File: config.mk
export PLATFORM = sky130hd
export DESIGN_NAME = sstr_timing_regs
export DESIGN_NICKNAME = d
export VERILOG_FILES = /design/src/sstr_pkg.sv /design/src/sstr_byte_field.sv /design/src/sstr_frame_seq.sv /design/src/sstr_timing_regs.sv
export VERILOG_INCLUDE_DIRS = /design/src
export SDC_FILE = /design/constraint.sdc
export NUM_CORES = 1
export LEC_CHECK = 0
export BUFFER_PORTS_ARGS = -buffer_cell sky130_fd_sc_hd__buf_4
export CAP_MARGIN = 20
export CELL_PAD_IN_SITES_DETAIL_PLACEMENT = 1
export CELL_PAD_IN_SITES_GLOBAL_PLACEMENT = 1
export CORE_ASPECT_RATIO = 0.9
export CORE_UTILIZATION = 45
export CTS_CLUSTER_DIAMETER = 200
export DETAILED_ROUTE_END_ITERATION = 10
export PLACE_DENSITY = 0.89
export SKIP_CTS_REPAIR_TIMING = 1
export SLEW_MARGIN = 30
export SYNTH_ARGS = -nofsm -noshare
export SYNTH_HDL_FRONTEND = slang
export SYNTH_HIERARCHICAL = 1
export SYNTH_SLANG_ARGS = --single-unit
File: constraint.sdc
create_clock -name clk -period 9.1 [get_ports clk]
set_input_delay 1.365 -clock clk [delete_from_list [all_inputs] [get_ports clk]]
set_output_delay 1.365 -clock clk [all_outputs]
set_load 0.02 [all_outputs]
File: src/sstr_cfg.svh
// register map, field defaults and mode byte bit positions of the sequencer bank
`ifndef SSTR_CFG_SVH
`define SSTR_CFG_SVH

// ==========================================================
// byte addresses on the configuration port
`define SSTR_ADDR_MODE        7'h28
`define SSTR_ADDR_EXP_ONE     7'h29
`define SSTR_ADDR_EXP_TWO     7'h2c
`define SSTR_ADDR_SLOPES      7'h2f
`define SSTR_ADDR_KNEE_ONE    7'h30
`define SSTR_ADDR_KNEE_TWO    7'h33
`define SSTR_ADDR_FRAMES      7'h36
`define SSTR_ADDR_TRAIN       7'h38
`define SSTR_ADDR_BLANK       7'h3a
`define SSTR_ADDR_MUX         7'h3b
`define SSTR_ADDR_SHUTDOWN    7'h3c
`define SSTR_ADDR_SLOT        7'h3d
`define SSTR_ADDR_ROW         7'h3e
`define SSTR_ADDR_SAMPLE      7'h41

// ==========================================================
// reset values
`define SSTR_RST_MODE         8'h04
`define SSTR_RST_EXP_ONE      24'h0013c0
`define SSTR_RST_EXP_TWO      24'h000000
`define SSTR_RST_SLOPES       2'h1
`define SSTR_RST_KNEE_ONE     24'h000000
`define SSTR_RST_KNEE_TWO     24'h000000
`define SSTR_RST_FRAMES       16'h0001
`define SSTR_RST_TRAIN        12'h055
`define SSTR_RST_BLANK        8'h01
`define SSTR_RST_MUX          5'h01
`define SSTR_RST_SHUTDOWN     4'h7
`define SSTR_RST_SLOT         8'h70
`define SSTR_RST_ROW          7'h02
`define SSTR_RST_SAMPLE       8'h60

// ==========================================================
// field positions in the mode byte
`define SSTR_MODE_EXT_BIT     0
`define SSTR_MODE_DUAL_BIT    1

`endif

File: src/sstr_pkg.sv
// types shared by the sequencer timing bank
package sstr_pkg;

	// ==========================================================
	// configuration port request
	typedef struct packed {
		logic wr;
		logic rd;
		logic [6:0] addr;
		logic [7:0] wdata;
	} sstr_req_t;

	// ==========================================================
	// settings as seen by the sequencer
	typedef struct packed {
		logic ext_mode;
		logic dual_mode;
		logic [23:0] exp_one;
		logic [23:0] exp_two;
		logic [1:0] slopes;
		logic [23:0] knee_one;
		logic [23:0] knee_two;
		logic [15:0] frames;
		logic [11:0] train_word;
		logic [7:0] blank_rows;
		logic [4:0] lane_mux;
		logic [3:0] lane_shutdown;
		logic [7:0] slot_cycles;
		logic [6:0] row_slots;
		logic [7:0] sample_len;
	} sstr_cfg_t;

	typedef enum logic [2:0] {
		SSTR_IDLE = 3'b001,
		SSTR_EXPOSE = 3'b010,
		SSTR_READ = 3'b100
	} sstr_state_t;

endpackage

File: src/sstr_byte_field.sv
// one multi-byte field, little-endian over consecutive byte addresses
`timescale 1ns/1ps
`include "sstr_cfg.svh"

module sstr_byte_field #(
	parameter int NBYTES = 3,
	parameter int WIDTH = 24,
	parameter logic [6:0] BASE = 7'h00,
	parameter logic [WIDTH-1:0] RESET_VAL = '0
) (
	input wire logic clk,
	input wire logic rst_b,
	input wire logic wr,
	input wire logic [6:0] addr,
	input wire logic [7:0] wdata,
	output logic [WIDTH-1:0] value,
	output logic hit,
	output logic [7:0] rbyte
);
	logic [NBYTES*8-1:0] val_r;
	logic [NBYTES*8-1:0] val_nxt;
	localparam logic [NBYTES*8-1:0] RST_FULL = (NBYTES*8)'(RESET_VAL);
	localparam logic [NBYTES*8-1:0] KEEP = (NBYTES*8)'({WIDTH{1'b1}});

	// ==========================================================
	// byte lanes, lowest address holds the least significant byte
	always_comb begin
		val_nxt = val_r;
		hit = 1'b0;
		rbyte = 8'h00;
		for (int i = 0; i < NBYTES; i++) begin
			if (addr == BASE + 7'(i)) begin
				hit = 1'b1;
				rbyte = val_r[i*8 +: 8];
				if (wr) begin
					val_nxt[i*8 +: 8] = wdata;
				end
			end
		end
		// unimplemented upper bits always read zero
		val_nxt = val_nxt & KEEP;
	end

	always_ff @(posedge clk or negedge rst_b) begin
		if (!rst_b) begin
			val_r <= RST_FULL;
		end else begin
			val_r <= val_nxt;
		end
	end

	assign value = val_r[WIDTH-1:0];
endmodule // sstr_byte_field

File: src/sstr_frame_seq.sv
// frame burst counter that turns request pulses into exposure/readout frames
`timescale 1ns/1ps
`include "sstr_cfg.svh"

module sstr_frame_seq (
	input wire logic clk,
	input wire logic rst_b,
	input wire logic frame_req,
	input wire logic ext_mode,
	input wire logic ext_exposure,
	input wire logic [15:0] frames,
	input wire logic [23:0] exp_len,
	input wire logic row_done,
	input wire logic [15:0] rows_per_frame,
	output sstr_pkg::sstr_state_t state,
	output logic frame_active,
	output logic [15:0] frames_left
);
	sstr_pkg::sstr_state_t state_r;
	sstr_pkg::sstr_state_t state_nxt;
	logic [15:0] left_r;
	logic [15:0] left_nxt;
	logic [23:0] cnt_r;
	logic [23:0] cnt_nxt;

	// ==========================================================
	// frame state
	always_comb begin
		state_nxt = state_r;
		left_nxt = left_r;
		cnt_nxt = cnt_r;
		case (state_r)
			sstr_pkg::SSTR_IDLE: begin
				cnt_nxt = 24'h000000;
				if (ext_mode && ext_exposure) begin
					// external mode ignores the burst count
					left_nxt = 16'h0001;
					state_nxt = sstr_pkg::SSTR_EXPOSE;
				end else if (!ext_mode && frame_req && frames != 16'h0000) begin
					left_nxt = frames;
					state_nxt = sstr_pkg::SSTR_EXPOSE;
				end
			end
			sstr_pkg::SSTR_EXPOSE: begin
				cnt_nxt = cnt_r + 24'h000001;
				if (ext_mode ? !ext_exposure : (cnt_r + 24'h000001 >= exp_len)) begin
					cnt_nxt = 24'h000000;
					state_nxt = sstr_pkg::SSTR_READ;
				end
			end
			sstr_pkg::SSTR_READ: begin
				if (row_done) begin
					cnt_nxt = cnt_r + 24'h000001;
					if (cnt_r[15:0] + 16'h0001 >= rows_per_frame) begin
						cnt_nxt = 24'h000000;
						left_nxt = left_r - 16'h0001;
						state_nxt = (left_r == 16'h0001) ?
							sstr_pkg::SSTR_IDLE : sstr_pkg::SSTR_EXPOSE;
					end
				end
			end
			default: state_nxt = sstr_pkg::SSTR_IDLE;
		endcase
	end

	always_ff @(posedge clk or negedge rst_b) begin
		if (!rst_b) begin
			state_r <= sstr_pkg::SSTR_IDLE;
			left_r <= 16'h0000;
			cnt_r <= 24'h000000;
		end else begin
			state_r <= state_nxt;
			left_r <= left_nxt;
			cnt_r <= cnt_nxt;
		end
	end

	assign state = state_r;
	assign frame_active = (state_r != sstr_pkg::SSTR_IDLE);
	assign frames_left = left_r;
endmodule // sstr_frame_seq

File: src/sstr_timing_regs.sv
// sequencer timing register bank with the slot/row/sample timing it steers
// ==========================================================
`timescale 1ns/1ps
`include "sstr_cfg.svh"

module sstr_timing_regs #(
	parameter int ROWS_PER_FRAME = 16
) (
	input wire logic clk,
	input wire logic rst_b,
	input wire logic cfg_wr,
	input wire logic cfg_rd,
	input wire logic [6:0] cfg_addr,
	input wire logic [7:0] cfg_wdata,
	output logic [7:0] cfg_rdata,
	input wire logic frame_req,
	input wire logic ext_exposure,
	output sstr_pkg::sstr_cfg_t cfg,
	output logic frame_active,
	output logic data_valid_slot,
	output logic row_start,
	output logic sample_pulse,
	output logic odd_row,
	output logic [23:0] row_exposure,
	output logic [11:0] train_word,
	output logic [4:0] lane_mux,
	output logic [3:0] lane_shutdown
);
	sstr_pkg::sstr_req_t req;
	sstr_pkg::sstr_state_t seq_state;

	logic [7:0] mode_r;
	logic [7:0] mode_nxt;
	logic [7:0] rdata_r;
	logic [7:0] rdata_nxt;

	localparam int NF = 13;
	logic [NF-1:0] hit;
	logic [7:0] rb [NF];

	logic [23:0] v_exp_one;
	logic [23:0] exposure_time_group_two;
	logic [1:0] v_slopes;
	logic [23:0] knee_one_time;
	logic [23:0] knee_two_time;
	logic [15:0] v_frames;
	logic [11:0] v_train;
	logic [7:0] v_blank;
	logic [4:0] v_mux;
	logic [3:0] v_shut;
	logic [7:0] v_slot;
	logic [6:0] v_row;
	logic [7:0] v_sample;

	assign req = '{wr: cfg_wr, rd: cfg_rd, addr: cfg_addr, wdata: cfg_wdata};

	// ==========================================================
	// field storage
	// a wide field changes one byte per write, so the sequencer can see a
	// half-written value in between; the host writes every byte before it
	// requests a frame
	sstr_byte_field #(.NBYTES(3), .WIDTH(24), .BASE(`SSTR_ADDR_EXP_ONE),
		.RESET_VAL(`SSTR_RST_EXP_ONE)) u_exp_one (.clk(clk), .rst_b(rst_b),
		.wr(req.wr), .addr(req.addr), .wdata(req.wdata), .value(v_exp_one),
		.hit(hit[0]), .rbyte(rb[0]));
	sstr_byte_field #(.NBYTES(3), .WIDTH(24), .BASE(`SSTR_ADDR_EXP_TWO),
		.RESET_VAL(`SSTR_RST_EXP_TWO)) u_exp_two (.clk(clk), .rst_b(rst_b),
		.wr(req.wr), .addr(req.addr), .wdata(req.wdata),
		.value(exposure_time_group_two), .hit(hit[1]), .rbyte(rb[1]));
	sstr_byte_field #(.NBYTES(1), .WIDTH(2), .BASE(`SSTR_ADDR_SLOPES),
		.RESET_VAL(`SSTR_RST_SLOPES)) u_slopes (.clk(clk), .rst_b(rst_b),
		.wr(req.wr), .addr(req.addr), .wdata(req.wdata), .value(v_slopes),
		.hit(hit[2]), .rbyte(rb[2]));
	sstr_byte_field #(.NBYTES(3), .WIDTH(24), .BASE(`SSTR_ADDR_KNEE_ONE),
		.RESET_VAL(`SSTR_RST_KNEE_ONE)) u_knee_one (.clk(clk), .rst_b(rst_b),
		.wr(req.wr), .addr(req.addr), .wdata(req.wdata),
		.value(knee_one_time), .hit(hit[3]), .rbyte(rb[3]));
	sstr_byte_field #(.NBYTES(3), .WIDTH(24), .BASE(`SSTR_ADDR_KNEE_TWO),
		.RESET_VAL(`SSTR_RST_KNEE_TWO)) u_knee_two (.clk(clk), .rst_b(rst_b),
		.wr(req.wr), .addr(req.addr), .wdata(req.wdata),
		.value(knee_two_time), .hit(hit[4]), .rbyte(rb[4]));
	sstr_byte_field #(.NBYTES(2), .WIDTH(16), .BASE(`SSTR_ADDR_FRAMES),
		.RESET_VAL(`SSTR_RST_FRAMES)) u_frames (.clk(clk), .rst_b(rst_b),
		.wr(req.wr), .addr(req.addr), .wdata(req.wdata), .value(v_frames),
		.hit(hit[5]), .rbyte(rb[5]));
	sstr_byte_field #(.NBYTES(2), .WIDTH(12), .BASE(`SSTR_ADDR_TRAIN),
		.RESET_VAL(`SSTR_RST_TRAIN)) u_train (.clk(clk), .rst_b(rst_b),
		.wr(req.wr), .addr(req.addr), .wdata(req.wdata), .value(v_train),
		.hit(hit[6]), .rbyte(rb[6]));
	sstr_byte_field #(.NBYTES(1), .WIDTH(8), .BASE(`SSTR_ADDR_BLANK),
		.RESET_VAL(`SSTR_RST_BLANK)) u_blank (.clk(clk), .rst_b(rst_b),
		.wr(req.wr), .addr(req.addr), .wdata(req.wdata), .value(v_blank),
		.hit(hit[7]), .rbyte(rb[7]));
	sstr_byte_field #(.NBYTES(1), .WIDTH(5), .BASE(`SSTR_ADDR_MUX),
		.RESET_VAL(`SSTR_RST_MUX)) u_mux (.clk(clk), .rst_b(rst_b),
		.wr(req.wr), .addr(req.addr), .wdata(req.wdata), .value(v_mux),
		.hit(hit[8]), .rbyte(rb[8]));
	sstr_byte_field #(.NBYTES(1), .WIDTH(4), .BASE(`SSTR_ADDR_SHUTDOWN),
		.RESET_VAL(`SSTR_RST_SHUTDOWN)) u_shut (.clk(clk), .rst_b(rst_b),
		.wr(req.wr), .addr(req.addr), .wdata(req.wdata), .value(v_shut),
		.hit(hit[9]), .rbyte(rb[9]));
	sstr_byte_field #(.NBYTES(1), .WIDTH(8), .BASE(`SSTR_ADDR_SLOT),
		.RESET_VAL(`SSTR_RST_SLOT)) u_slot (.clk(clk), .rst_b(rst_b),
		.wr(req.wr), .addr(req.addr), .wdata(req.wdata), .value(v_slot),
		.hit(hit[10]), .rbyte(rb[10]));
	sstr_byte_field #(.NBYTES(1), .WIDTH(7), .BASE(`SSTR_ADDR_ROW),
		.RESET_VAL(`SSTR_RST_ROW)) u_row (.clk(clk), .rst_b(rst_b),
		.wr(req.wr), .addr(req.addr), .wdata(req.wdata), .value(v_row),
		.hit(hit[11]), .rbyte(rb[11]));
	sstr_byte_field #(.NBYTES(1), .WIDTH(8), .BASE(`SSTR_ADDR_SAMPLE),
		.RESET_VAL(`SSTR_RST_SAMPLE)) u_sample (.clk(clk), .rst_b(rst_b),
		.wr(req.wr), .addr(req.addr), .wdata(req.wdata), .value(v_sample),
		.hit(hit[12]), .rbyte(rb[12]));

	// ==========================================================
	// exposure mode byte and read data register
	// the sync bit of the mode byte is stored for read-back only and steers
	// nothing in this block; read data is registered and holds until the
	// next read, so the host may pick it up any time after its request
	always_comb begin
		mode_nxt = mode_r;
		if (req.wr && req.addr == `SSTR_ADDR_MODE) begin
			mode_nxt = req.wdata;
		end
		rdata_nxt = rdata_r;
		if (req.rd) begin
			// unmapped addresses read zero
			rdata_nxt = (req.addr == `SSTR_ADDR_MODE) ? mode_r : 8'h00;
			for (int i = 0; i < NF; i++) begin
				if (hit[i]) begin
					rdata_nxt = rb[i];
				end
			end
		end
	end

	always_ff @(posedge clk or negedge rst_b) begin
		if (!rst_b) begin
			mode_r <= `SSTR_RST_MODE;
			rdata_r <= 8'h00;
		end else begin
			mode_r <= mode_nxt;
			rdata_r <= rdata_nxt;
		end
	end

	assign cfg_rdata = rdata_r;

	always_comb begin
		cfg.ext_mode = mode_r[`SSTR_MODE_EXT_BIT];
		cfg.dual_mode = mode_r[`SSTR_MODE_DUAL_BIT];
		cfg.exp_one = v_exp_one;
		cfg.exp_two = exposure_time_group_two;
		cfg.slopes = v_slopes;
		cfg.knee_one = knee_one_time;
		cfg.knee_two = knee_two_time;
		cfg.frames = v_frames;
		cfg.train_word = v_train;
		cfg.blank_rows = v_blank;
		cfg.lane_mux = v_mux;
		cfg.lane_shutdown = v_shut;
		cfg.slot_cycles = v_slot;
		cfg.row_slots = v_row;
		cfg.sample_len = v_sample;
	end

	assign train_word = v_train;
	assign lane_mux = v_mux;
	assign lane_shutdown = v_shut;

	// ==========================================================
	// slot, row and sampling timing
	// the slot and row sums below are eight and seven bits wide: a slot or
	// row length of zero behaves like one
	// a sampling length longer than the row keeps the pulse high from one
	// row to the next, since the pulse counter restarts with every row
	logic [7:0] slot_cnt_r;
	logic [7:0] slot_cnt_nxt;
	logic [6:0] slot_idx_r;
	logic [6:0] slot_idx_nxt;
	logic [7:0] smp_cnt_r;
	logic [7:0] smp_cnt_nxt;
	logic [15:0] row_cnt_r;
	logic [15:0] row_cnt_nxt;
	logic data_valid_slot_r;
	logic data_valid_slot_nxt;
	logic rstart_r;
	logic rstart_nxt;
	logic smp_r;
	logic smp_nxt;
	logic row_done;
	logic reading;
	logic [15:0] rows_total;

	assign reading = (seq_state == sstr_pkg::SSTR_READ);
	// blank rows ride along with the image rows of every frame
	assign rows_total = 16'(ROWS_PER_FRAME) + {8'h00, v_blank};
	assign row_done = reading && (slot_cnt_r + 8'h01 >= v_slot) &&
		(slot_idx_r + 7'h01 >= v_row);

	always_comb begin
		slot_cnt_nxt = 8'h00;
		slot_idx_nxt = 7'h00;
		smp_cnt_nxt = 8'h00;
		data_valid_slot_nxt = 1'b0;
		rstart_nxt = 1'b0;
		smp_nxt = 1'b0;
		if (reading) begin
			data_valid_slot_nxt = 1'b1;
			slot_cnt_nxt = slot_cnt_r + 8'h01;
			slot_idx_nxt = slot_idx_r;
			smp_cnt_nxt = (smp_cnt_r < v_sample) ? smp_cnt_r + 8'h01 : smp_cnt_r;
			smp_nxt = (smp_cnt_r < v_sample);
			rstart_nxt = (slot_cnt_r == 8'h00) && (slot_idx_r == 7'h00);
			if (slot_cnt_r + 8'h01 >= v_slot) begin
				slot_cnt_nxt = 8'h00;
				slot_idx_nxt = slot_idx_r + 7'h01;
				if (slot_idx_r + 7'h01 >= v_row) begin
					slot_idx_nxt = 7'h00;
					smp_cnt_nxt = 8'h00;
				end
			end
		end
	end

	always_ff @(posedge clk or negedge rst_b) begin
		if (!rst_b) begin
			slot_cnt_r <= 8'h00;
			slot_idx_r <= 7'h00;
			smp_cnt_r <= 8'h00;
			data_valid_slot_r <= 1'b0;
			rstart_r <= 1'b0;
			smp_r <= 1'b0;
		end else begin
			slot_cnt_r <= slot_cnt_nxt;
			slot_idx_r <= slot_idx_nxt;
			smp_cnt_r <= smp_cnt_nxt;
			data_valid_slot_r <= data_valid_slot_nxt;
			rstart_r <= rstart_nxt;
			smp_r <= smp_nxt;
		end
	end

	assign data_valid_slot = data_valid_slot_r;
	assign row_start = rstart_r;
	assign sample_pulse = smp_r;

	// ==========================================================
	// row index inside the frame
	// the index restarts with each frame of a burst, so the odd/even choice
	// follows the rows of the array and not the running total of the burst
	logic frame_end;

	assign frame_end = row_done &&
		(row_cnt_r + 16'h0001 >= rows_total);

	always_comb begin
		row_cnt_nxt = row_cnt_r;
		if (!frame_active || frame_end) begin
			row_cnt_nxt = 16'h0000;
		end else if (row_done) begin
			row_cnt_nxt = row_cnt_r + 16'h0001;
		end
	end

	always_ff @(posedge clk or negedge rst_b) begin
		if (!rst_b) begin
			row_cnt_r <= 16'h0000;
		end else begin
			row_cnt_r <= row_cnt_nxt;
		end
	end

	// ==========================================================
	// exposure selection per row; rows count from one, so index 0 is odd
	// row_exposure and odd_row are registered together from the same row
	// index, so both describe the row that is being read
	logic odd_r;
	logic [23:0] rexp_r;
	logic odd_nxt;
	logic [23:0] rexp_nxt;

	always_comb begin
		odd_nxt = ~row_cnt_nxt[0];
		if (cfg.dual_mode) begin
			rexp_nxt = odd_nxt ? v_exp_one : exposure_time_group_two;
		end else begin
			rexp_nxt = v_exp_one;
		end
	end

	always_ff @(posedge clk or negedge rst_b) begin
		if (!rst_b) begin
			odd_r <= 1'b1;
			rexp_r <= `SSTR_RST_EXP_ONE;
		end else begin
			odd_r <= odd_nxt;
			rexp_r <= rexp_nxt;
		end
	end

	assign odd_row = odd_r;
	assign row_exposure = rexp_r;

	// ==========================================================
	// frame burst sequencing
	// the burst is timed with the group one exposure only; group two
	// reaches the array through row_exposure in dual mode only, and in external mode the
	// pin decides the length instead
	sstr_frame_seq u_seq (
		.clk(clk),
		.rst_b(rst_b),
		.frame_req(frame_req),
		.ext_mode(cfg.ext_mode),
		.ext_exposure(ext_exposure),
		.frames(v_frames),
		.exp_len(v_exp_one),
		.row_done(row_done),
		.rows_per_frame(rows_total),
		.state(seq_state),
		.frame_active(frame_active),
		.frames_left()
	);
endmodule // sstr_timing_regs

After elaboration in Yosys (flattened, before gate mapping). Cells that the tools add are included.

$add $sub $neg: 8. Magnitude comparators: 6. Equal/unequal tests: 34. Muxes and demuxes: 93. Bitwise logic cells: 1. Reductions and logical operators: 44.

Operators by type and width (number): 8-bit two-way mux (39); 7-bit by 6-bit == test with 1-bit output (second input constant) (23); 24-bit two-way mux (5); 16-bit two-way mux (6); 24-bit case mux with 3 select lines (1); 2-bit AND reduction (24); 16-bit by 1-bit adder with 16-bit output (second input constant) (2); 16-bit by 9-bit greater-or-equal comparator with 1-bit output (2); 16-bit case mux with 2 select lines (1); 7-bit two-way mux (4); 1-bit two-way mux (27); 24-bit by 1-bit adder with 24-bit output (second input constant) (1); 24-bit greater-or-equal comparator (1); 8-bit by 1-bit adder with 8-bit output (second input constant) (2); 16-bit by 1-bit == test with 1-bit output (second input constant) (1); 16-bit nonzero test (1); 16-bit by 1-bit subtractor with 16-bit output (second input constant) (1); 3-bit two-way mux (5); 5-bit by 8-bit adder with 9-bit output (first input constant) (1); 3-bit case mux with 3 select lines (1); 8-bit greater-or-equal comparator (1); 1-bit logical AND (8); 8-bit logical NOT (1); 8-bit less-than comparator (1); 19 further kinds (27).

Register bits after elaboration: 292. Input port bits: 21. Output and inout bits: 226.

Longest topological paths before layout. Gate-level depths: netlist of the first run.

Depth after elaboration: 17. Mapped depth: 16. Mapped depth without buffers: 15.

Hierarchy. The synthesis of the first run kept the hierarchy.

Modules (own cells, without submodules): sstr_timing_regs (instances 1, cells each 607, area each 5674.2 sq um); sstr_frame_seq (instances 1, cells each 456, area each 3799.9 sq um); sstr_byte_field at u_exp_one (instances 1, cells each 88, area each 1253.7 sq um); sstr_byte_field at u_exp_two (instances 1, cells each 94, area each 1247.4 sq um); sstr_byte_field at u_knee_one (instances 1, cells each 93, area each 1182.4 sq um); sstr_byte_field at u_knee_two (instances 1, cells each 85, area each 1168.6 sq um); sstr_byte_field at u_frames (instances 1, cells each 59, area each 804.5 sq um); sstr_byte_field at u_train (instances 1, cells each 43, area each 596.8 sq um); sstr_byte_field at u_sample (instances 1, cells each 29, area each 447.9 sq um); sstr_byte_field at u_blank (instances 1, cells each 30, area each 444.2 sq um); sstr_byte_field at u_row (instances 1, cells each 30, area each 410.4 sq um); sstr_byte_field at u_slot (instances 1, cells each 29, area each 396.6 sq um); sstr_byte_field at u_mux (instances 1, cells each 24, area each 317.8 sq um); sstr_byte_field at u_shut (instances 1, cells each 21, area each 251.5 sq um); sstr_byte_field at u_slopes (instances 1, cells each 18, area each 175.2 sq um).

Least setup slack after synthesis of the first run. OpenSTA, ideal clock, no wires.

Path type: register to register. Start point: register u_seq.cnt_r[8]. End point: register u_seq.cnt_r[14]. Library setup time: 122 ps. Arrival time: 3296 ps. Data required time: 8978 ps. Path slack: 5683 ps. Stages on the path, launching flop included: 17. Buffers on the path: 2. Path through: dfrtp_1 > nand3_1 > or3_1 > buf_2 > nor3_2 > nand3_1 > and2_1 > or2_1 > ha_1 > nand4_1 > nor4_2 > o31a_1 > a31o_2 > o22ai_2 > or2_1 > buf_4 > a32o_1.

Word-level cells in the longest chain between the ends: 5.

Ends and longest elaborated chain: from (decl) (line sstr_frame_seq.sv:23) `logic [23:0] cnt_r;`; from (signal assigned) (line sstr_frame_seq.sv:74) `cnt_r <= cnt_nxt;`; 24-bit by 1-bit adder with 24-bit output / 16-bit by 1-bit adder with 16-bit output (equally long branches); 24-bit greater-or-equal comparator / 16-bit by 9-bit greater-or-equal comparator with 1-bit output (equally long branches) (line sstr_frame_seq.sv:46, sstr_frame_seq.sv:54); 1-bit two-way mux / 24-bit two-way mux (equally long branches) (line sstr_frame_seq.sv:46, sstr_frame_seq.sv:54); 24-bit two-way mux, on equally long branches (line sstr_frame_seq.sv:46, sstr_frame_seq.sv:52); 24-bit case mux with 3 select lines (*) (line sstr_frame_seq.sv:32) `case (state_r)`.

Every way passes the cells marked *; elsewhere a longest branch is shown, timed or not. The select of a mux whose other input is x is not followed. A chain may end at the register's enable or synchronous reset.

Final worst setup path of the first run.
Start point: register slot_cnt_r[0]. End point: register u_seq.left_r[14], in the netlist u_seq/frames_left[14].

Word-level cells in the longest chain between the ends: 6.

Ends and longest elaborated chain: from (decl) (line sstr_timing_regs.sv:177) `logic [7:0] slot_cnt_r;`; from (signal assigned) (line sstr_timing_regs.sv:235) `slot_cnt_r <= slot_cnt_nxt;`; 8-bit by 1-bit adder with 8-bit output (line sstr_timing_regs.sv:198) `assign row_done = reading && (slot_cnt_r + 8'h01 >= v_slot) &&`; 8-bit greater-or-equal comparator (line sstr_timing_regs.sv:198); 1-bit logical AND (2 in a row) (line sstr_timing_regs.sv:198); net row_done (line sstr_timing_regs.sv:191) `logic row_done;`; 2-bit inequality test (no line); 4-bit AND reduction (no line); to (signal assigned) (line sstr_frame_seq.sv:73) `left_r <= left_nxt;`; to (decl) (line sstr_frame_seq.sv:21) `logic [15:0] left_r;`.

The timed path passes the listed nets, and every way through them passes these cells.

==> metrics.txt, run 1 <==
area grow syn2layout 17.7%; synth top area cells dfrtp_1 36%, mux2_2 7.9%, mux2_4 6.8%, ha_1 5.6%, dfstp_2 4.3%; Final period util 0.503; slowest stage cell, crit path a21oi_2; DIE AREA 41200 sq um; Synth area leader dfrtp_1; internal power 2710 uW; Post-DRT Antenna Nets 0; footprint of the multi-input gates 9840 sq um; synth unique cells 106; Clock Skews 26.0 ps; layout cells sized above 1 0.345; pre-CTS WS 4770 ps; Clock power frac 0.345; Pleak 0.0104 uW; initial antenna violation count 5; total grt overflow 0; fill cell count 4305; Ys Warns 6; IO Port Bufs 246; post-synth top area share 0.361; Final min period 4580 ps; Die Ht 193 microns; Worst Hold Launch u_seq/frames_left[15]; GR Util met2 0.528; hold path depth 1; mapped cell area 18200 sq um; critical path data required time 9540 ps; Worst Path Max Fanout 15; Synth async-reset ratio 1.00; setup TNS 0 ps; RSZ-0062 raised after global routing false; final slew viol count 0; final hold vios 0; critical path class register to register; CTS tree done; register bit total from synthesis 292; gpl congestion 0.922; Slew Limit Headroom 0.381; Pre-antenna DRT Iters 5; vias in the first global route 16100; clock-pin slew on the worst setup and hold paths 60 ps; first-pass GRT wire length 98400 microns; Routed WL per cell 26.3 microns; Largest stage delay, worst path 720 ps; worst hold path class register to register; share of power burned in registers 0.387; root cell of the clock tree clkbuf_16; global route hottest layer met2; Worst Hold End u_seq/frames_left[15]; Worst R2R Start slot_cnt_r[0]; switching share of power 0.349; clock sinks 292; Logic pwr share 0.268; final worst slack 4520 ps; CP Capture Type register; met1 usage 0.402; vias per inst 6.15; Clock Tree Buf Depth 3; r2r setup slk 4520 ps; register area 7340 sq um; met3 Usage GRT 0.0578; Post-synth EDFFs 0; # setup viols final 0; post-DP HPWL 44400 microns; FF-to-FF End u_seq/frames_left[14]; 1st-iter DRT viols 1230; TritonCTS buffer count 35; Slew @ Worst Pin 928 ps; std cell rows 69; Mapped Cells 1706; sequential area share after synthesis 0.404; Primary FF master, synth dfrtp_1; Initial Util 0.459; Worst VDD drop 0.131 mV; Critical Path AT 5020 ps; IO Pins 247; Die Wd 214 microns; WL final 65100 microns; Sw Pwr 1450 uW; PwrDens 195 nW/um^2; max cap viols 0; worst-case reg-to-reg path depth 14; run status finished clean; Total Routing Usage GR 0.314; core area 39600 sq um; largest net degree at the start of global routing 166; crit start category register; worst-skew pair later-pin latency 550 ps; nets 2010; post-route DRC violation count 0; DR vias 15200; f_max 218 MHz; crit-path cells ha_1, nand3_1, xnor2_1, ha_1, a21o_1, a2111oi_0, o21a_1, nor2_1, nand2_1, inv_1, nand2_1, a21oi_2, nor2_4, o2bb2a_4; CTS H-tree lvls 2; syn_area_per_cell 10.7 sq um
==> stage by stage <==
stage	total power, uW	cells	hold WS, ps	util	cell area, sq um
floorplan	2260	1722	448	-	18200
global placement	2620	2399	466	0.507	20100
detailed placement	2690	2400	480	0.508	20100
CTS	4150	2464	497	0.538	21300
global route	4300	2468	514	0.540	21400
finish	4170	2469	496	0.540	21400
==> per-layer routing <==
metal  vias up  wire, microns  share of wire
met3       187           4650          0.071
li1       6517              -              -
met4         2           2390          0.037
met5         -             15        0.00023
met2       727          31300           0.48
met1      7750          26700           0.41
==> placed cells by master (no fill, tap or decap), drive strengths merged, types with 27 or more instances in the layout <==
master,synthesis,final
mux2i,31,31
and3,43,43
dfrtp,262,262
inv,97,101
o21ai,71,71
buf,70,254
a22oi,27,27
nand3,42,42
mux2,213,213
ha,81,81
nor2,87,87
a21oi,73,73
nand2,132,132
dfstp,30,30
and2,39,39
clkbuf,35,50
==> power groups by stage <==
stage | clock [uW] | sequential [uW] | combinational (uW)
after floorplan | 0 | 1640 | 617
after global placement | 0 | 1610 | 1010
after detailed placement | 0 | 1620 | 1070
after CTS | 1460 | 1600 | 1090
after global routing | 1500 | 1620 | 1170
final | 1440 | 1610 | 1120
==> cell usage after synthesis, drive strengths merged (31+ instances only) <==
master	count
a21oi	73
and2	39
and3	43
buf	70
clkbuf	35
dfrtp	262
ha	81
inv	97
mux2	213
mux2i	31
nand2	132
nand3	42
nor2	87
o21ai	71
==> kinds of logic (layout without fill, tap and decap cells) <==
logic type	count (synthesis)	after routing	synth area share
buffers and inverters	203	416	0.0579
muxes	244	244	0.166
adders and majority gates	81	81	0.0558
and+or+nand+nor	523	523	0.175
AOI/OAI and AO/OA	319	319	0.121
other	5	23	0.00103
DFF	292	292	0.404
xor gates and xnor gates	39	39	0.0192
==> critical path, delay by kind of cell (launching register included) <==
family          cells  cell delay [ps]
fa+ha+maj           2              550
simple gates        5             1470
xor+xnor            1              160
compound gates      5             1340
buf+inv             1              480
flops               1              470
==> cell type report <==
cell class | count | area share
Clock inverter | 14 | 0.00667
Clock buffer | 50 | 0.0478
Timing Repair Buffer | 254 | 0.0931
Multi-Input combinational cell | 1227 | 0.460
Antenna cell | 2 | 0.000234
Tap cell | 532 | 0.0311
Sequential cell | 292 | 0.343
Inverter | 98 | 0.0172
==> state kept, by name, indices dropped and copies added, names as in the netlist, 16 cells and up <==
signal	flops
u_knee_two/value	24
u_exp_one/value	24
u_knee_one/value	24
u_frames/value	16
row_cnt_r	16
u_seq/cnt_r	24
u_exp_two/value	24
u_seq/frames_left	16
row_exposure	24
==> worst max path at each step <==
stage                                       end  depth (start not counted)  slack (ps)      startpoint
after floorplan                 u_seq/cnt_r[14]                         16        5680  u_seq/cnt_r[8]
after global placement             cfg_rdata[6]                          6        4900     cfg_addr[0]
after detailed placement   u_seq/frames_left[1]                         11        4770  u_seq/cnt_r[0]
after CTS                 u_seq/frames_left[14]                         14        4680   slot_cnt_r[0]
after global routing      u_seq/frames_left[14]                         14        4410   slot_cnt_r[0]
final                     u_seq/frames_left[14]                         14        4520   slot_cnt_r[0]
(Power assumes the default switching activity.)
==> run 2, diff against run 1 <==
- CORE_UTILIZATION: 45 -> 42
- PLACE_DENSITY: 0.89 -> 0.88
- clock period: 9.1 -> 4 ns (I/O delays scaled with it)
==> run 2 against run 1 <==
Net effect:
- critical path depth is 1 lower
- setup slack worse by 4400 ps
- register-to-register slack worse by 4400 ps
- largest power group unchanged
- worst hold slack worse by 25 ps
- via count is 0.69% lower
- non-clock buffer count is 41 higher
- clock power is 130% higher
- maximum frequency is 17% higher
- sequential power is 130% higher
- clock skew is 12 ps lower
- design area is 1.7% higher
- cell count is 2.2% higher
==> metrics.txt, run 2 (synthesis results as in run 1) <==
post-DP HPWL 45200 microns (+1.9%); layout cells sized above 1 0.357 (+0.0116); clock-pin slew on the worst setup and hold paths 60 ps (about the same); Post-DRT Antenna Nets 0 (unchanged); run status finished clean; WL final 64300 microns (-1.2%); total placed instance area 20400 sq um (+1.2%); Worst R2R Start u_seq/cnt_r[8]; Final period util 0.975 (+0.472); largest net degree at the start of global routing 114 (-31%); max cap viols 0 (unchanged); ant diodes 0 (-2); worst-skew pair later-pin latency 550 ps (about the same); clock sinks 292 (unchanged); Final min period 3900 ps (-679 ps); Layout Utilization 0.515 (-0.0243); Pleak 0.0106 uW (+1.7%); Routed WL per cell 25.5 microns (-3.3%); total grt overflow 0 (unchanged); initial antenna violation count 0 (-5); critical path class register to register; worst hold path class input pin to register; 1st-iter DRT viols 1069 (-13%); f_max 256 MHz (+17%); Die Ht 199 microns (+3.5%); Slew @ Worst Pin 918 ps (-10.2 ps); hold path depth 3 (+2); slowest stage cell, crit path o21ai_0; IO Pins 247 (unchanged); Total Routing Usage GR 0.287 (-0.0275); Pre-antenna DRT Iters 5 (unchanged); area grow syn2layout 19.7%; IO Port Bufs 246 (unchanged); first-pass GRT wire length 97600 microns (-0.87%); Slew Limit Headroom 0.386 (+0.00455); # setup viols final 0 (unchanged); footprint of the multi-input gates 9900 sq um (+0.55%); register area 7340 sq um (unchanged); Clock Skews 13.9 ps (-12.1 ps); vias in the first global route 15800 (-2.2%); DR vias 15100 (-0.69%); commonest non-fill, non-tap cell in the layout buf_4; vias per inst 5.98 (-2.8%); Clock Tree Buf Depth 3 (unchanged); final slew viol count 0 (unchanged); PwrDens 438 nW/um^2 (+130%); CTS tree done; Initial Util 0.431 (-0.0279); fill cell count 4615 (+7.2%); most frequent CP cell o21ai_0; post-route DRC violation count 0 (unchanged); Worst VDD drop 0.225 mV (+72%); smallest hold slack 472 ps (-24.6 ps); nets 2052 (+2.1%); root cell of the clock tree clkbuf_16; worst-case reg-to-reg path depth 13 (-1); core area 42200 sq um (+6.5%); CP Capture Type register; final hold vios 0 (unchanged); std cell rows 71 (+2.9%); Largest stage delay, worst path 460 ps (-260 ps); Total Power 9530 uW (+130%); gpl congestion 0.908 (-1.5%); CTS H-tree lvls 2 (unchanged); TritonCTS buffer count 35 (unchanged); Worst Path Max Fanout 7 (-8); DIE AREA 44100 sq um (+7.1%); r2r setup slk 100 ps (-4420 ps); Die Wd 221 microns (+3.5%); setup TNS 0 ps (unchanged); crit start category register; Critical Path AT 4290 ps (-730 ps); crit-path cells nand3_1, or3_4, nor3_2, a21oi_1, or2_2, ha_1, nand4_1, nor4_4, o31a_1, a31o_2, o22ai_2, o21ai_0, o21ai_0; Worst Hold Launch cfg_rd; critical path data required time 4390 ps (-5150 ps); commonest non-fill, non-tap cells in the layout 287 x buf_4, 262 x dfrtp_1, 130 x nand2_1; design area 21700 sq um (+1.7%); critical path launch point u_seq/cnt_r[8]
==> run 2: worst paths after layout <==
kind                                         to
max                              u_seq/cnt_r[0]
min                                cfg_rdata[4]
max reg2reg                      u_seq/cnt_r[0]
min reg2reg                u_seq/frames_left[6]
max in group asynchronous      u_train/val_r[0]
min in group asynchronous   u_knee_two/value[9]
==> run 2: layer usage <==
layer  vias to the layer above  share of wire  GRT usage
met5                         -              0          0
met4                         0          0.034      0.104
met3                       140          0.059     0.0443
met2                       565           0.48      0.483
met1                      7766           0.43      0.374
li1                       6607              -          -
==> run 2: power breakdown <==
| part | switching [uW] | leakage [uW] | total, uW | internal, uW |
|---|---|---|---|---|
| registers | 389 | 0.00389 | 3640 | 3250 |
| clock network | 1300 | 0.000559 | 3290 | 1990 |
| logic | 1550 | 0.00616 | 2590 | 1050 |
| total | 3240 | 0.0106 | 9530 | 6290 |
==> run 2: per-stage QoR <==
stage | std cells | worst slack [ps]
after global routing | 2523 | -16.3
after detailed placement | 2446 | 8.40
final | 2523 | 98.4
after floorplan | 1722 | 583
after CTS | 2509 | -13.8
after global placement | 2446 | 176
==> run 2: worst max-delay path, delay by kind of cell (launching register included) <==
| kind | cells | cell delay (ps) |
|---|---|---|
| compound gates | 6 | 1270 |
| fa+ha+maj | 1 | 310 |
| flops | 1 | 440 |
| simple gates | 6 | 1730 |
==> run 2: cell type report <==
class,instances,area share
clock buffers,56,0.0482
clock inverters,7,0.00529
inverters,98,0.0169
multi-input cells,1228,0.455
flip-flops and latches,292,0.338
well taps,547,0.0315
repair buffers,295,0.105
==> run 3, diff against run 2 <==
- CORE_MARGIN: not set -> 2
==> run 3 against run 2 <==
Net effect:
- sequential share of layout area up 0.22 points
- register-to-register slack improved by 60 ps
- power rose by 0.61%
- setup slack better by 62 ps
- cell count decreased by 0.55%
- worst hold slack worse by 410 ps
- sequential cell count unchanged
- via count is 0.80% lower
- utilization decreased by 1.0 points
- die area up 1.9%
- non-clock buffer count decreased by 20
- critical path depth did not move
- largest cell class unchanged
- highest routed layer unchanged
==> metrics.txt, run 3 (synthesis results as in run 1) <==
ant diodes 0 (unchanged); first-pass GRT wire length 98000 microns (+0.41%); PwrDens 444 nW/um^2 (+1.3%); IO Pins 247 (unchanged); post-DP HPWL 44800 microns (-0.78%); setup TNS 0 ps (unchanged); Die Ht 201 microns (+1.0%); Pre-antenna DRT Iters 6 (+1); TritonCTS buffer count 35 (unchanged); Die Wd 223 microns (+0.90%); Total Power 9590 uW (+0.61%); clock-pin slew on the worst setup and hold paths 60 ps (about the same); final hold vios 0 (unchanged); Final min period 3840 ps (-61.8 ps); CP Capture Type register; f_max 260 MHz (+1.6%); CTS H-tree lvls 2 (unchanged); post-route DRC violation count 0 (unchanged); vias in the first global route 16100 (+1.9%); Post-DRT Antenna Nets 0 (unchanged); largest net degree at the start of global routing 86 (-25%); core area 42800 sq um (+1.4%); Clock Skews 20.2 ps (+6.24 ps); Routed WL per cell 25.4 microns (-0.26%); Slew @ Worst Pin 928 ps (+10.9 ps); fill cell count 4658 (+0.93%); run status finished clean; # setup viols final 0 (unchanged); initial antenna violation count 0 (unchanged); Clock Tree Buf Depth 3 (unchanged); worst hold path class input pin to async pin; worst-skew pair later-pin latency 550 ps (about the same); Worst VDD drop 0.256 mV (+13%); root cell of the clock tree clkbuf_16; final worst slack 160 ps (+61.8 ps); Placed Cells 2445 (-0.041%); pre-CTS WS 183 ps (+175 ps); Final period util 0.960 (-0.0154); DR vias 15000 (-0.80%); Worst Path Max Fanout 8 (+1); gpl congestion 0.916 (+0.89%); clock sinks 292 (unchanged); final slew viol count 0 (unchanged); commonest non-fill, non-tap cell in the layout buf_4; WL final 63800 microns (-0.82%); commonest non-fill, non-tap cells in the layout 269 x buf_4, 261 x dfrtp_1, 129 x nand2_1; std cell rows 72 (+1.4%); critical path data required time 4430 ps (+40 ps); crit start category register; nets 2031 (-1.0%); Total Routing Usage GR 0.281 (-0.00593); max cap viols 0 (unchanged); critical path class register to register; CTS tree done; Slew Limit Headroom 0.379 (-0.00685); DIE AREA 44900 sq um (+1.9%); area grow syn2layout 18.9%; Pleak 0.0105 uW (-0.66%); IO Port Bufs 246 (unchanged); vias per inst 5.96 (-0.24%); total grt overflow 0 (unchanged); 1st-iter DRT viols 1030 (-3.6%); Finished Layout Cells 2509 (-0.55%); layout cells sized above 1 0.352 (-0.00519); Initial Util 0.425 (-0.00598); r2r setup slk 160 ps (+60 ps); Critical Path AT 4270 ps (-20 ps)
-- run 3: cell types whose count changed in the layout (fill, tap and decap cells not counted), sizes merged --
cell and change:
buf -18, clkbuf -4, clkinv +3, clkinvlp -2, bufinv +1, dlygate4sd3 -1
nor2 -1
-- run 3: final cells by class --
| cell class | instances | area, sq um | area share |
|---|---|---|---|
| clock buffers | 53 | 1060 | 0.0489 |
| clock inverters | 9 | 145 | 0.00672 |
| inverters | 98 | 368 | 0.0170 |
| multi-input cells | 1227 | 9870 | 0.457 |
| flip-flops and latches | 292 | 7350 | 0.340 |
| well taps | 555 | 694 | 0.0321 |
| repair buffers | 275 | 2130 | 0.0984 |
-- run 3: worst max-delay path, stage by stage, from the launching register on --
cell	delay, ps
dfrtp_1	430
nand3_1	160
or3_4	420
nor3_2	270
a21oi_1	140
or2_2	320
ha_1	320
nand4_1	150
nor4_2	350
o31a_1	200
a31o_2	120
o22ai_2	120
or2_1	390
a32o_1	330
-- run 3: stage by stage --
| stage | hold WS, ps | utilization | area [sq um] |
|---|---|---|---|
| 6_report | 63.6 | 0.505 | 21600 |
| 5_1_grt | 106 | 0.505 | 21600 |
| 4_1_cts | 90.7 | 0.503 | 21500 |
| 3_5_place_dp | 471 | 0.475 | 20300 |
| 3_3_place_gp | 466 | 0.475 | 20300 |
| 2_1_floorplan | 304 | - | 18200 |
-- run 3: final timing paths --
kind,to,startpoint,depth (start not counted)
worst max-delay path,u_seq/cnt_r[22],u_seq/cnt_r[10],13
worst min-delay path,row_exposure[5],rst_b,1
worst max register to register,u_seq/cnt_r[22],u_seq/cnt_r[10],13
worst min register to register,row_start,slot_idx_r[6],1
max in group asynchronous,u_sample/value[5],rst_b,2
min in group clk,cfg_rdata[5],cfg_rd,3
-- run 3: where the power goes --
| group | leakage (uW) | switching, uW | internal [uW] |
|---|---|---|---|
| logic | 0.00605 | 1540 | 1030 |
| registers | 0.00388 | 389 | 3250 |
| clock network | 0.000593 | 1300 | 2080 |
| total | 0.0105 | 3230 | 6360 |
-- run 3: layer usage --
layer	global-route usage	routed length (microns)	vias to the layer above
li1	-	-	6580
met1	0.372	27600	7699
met3	0.0485	3590	129
met2	0.467	30600	550
met5	0	0	-
met4	0.0936	1960	0
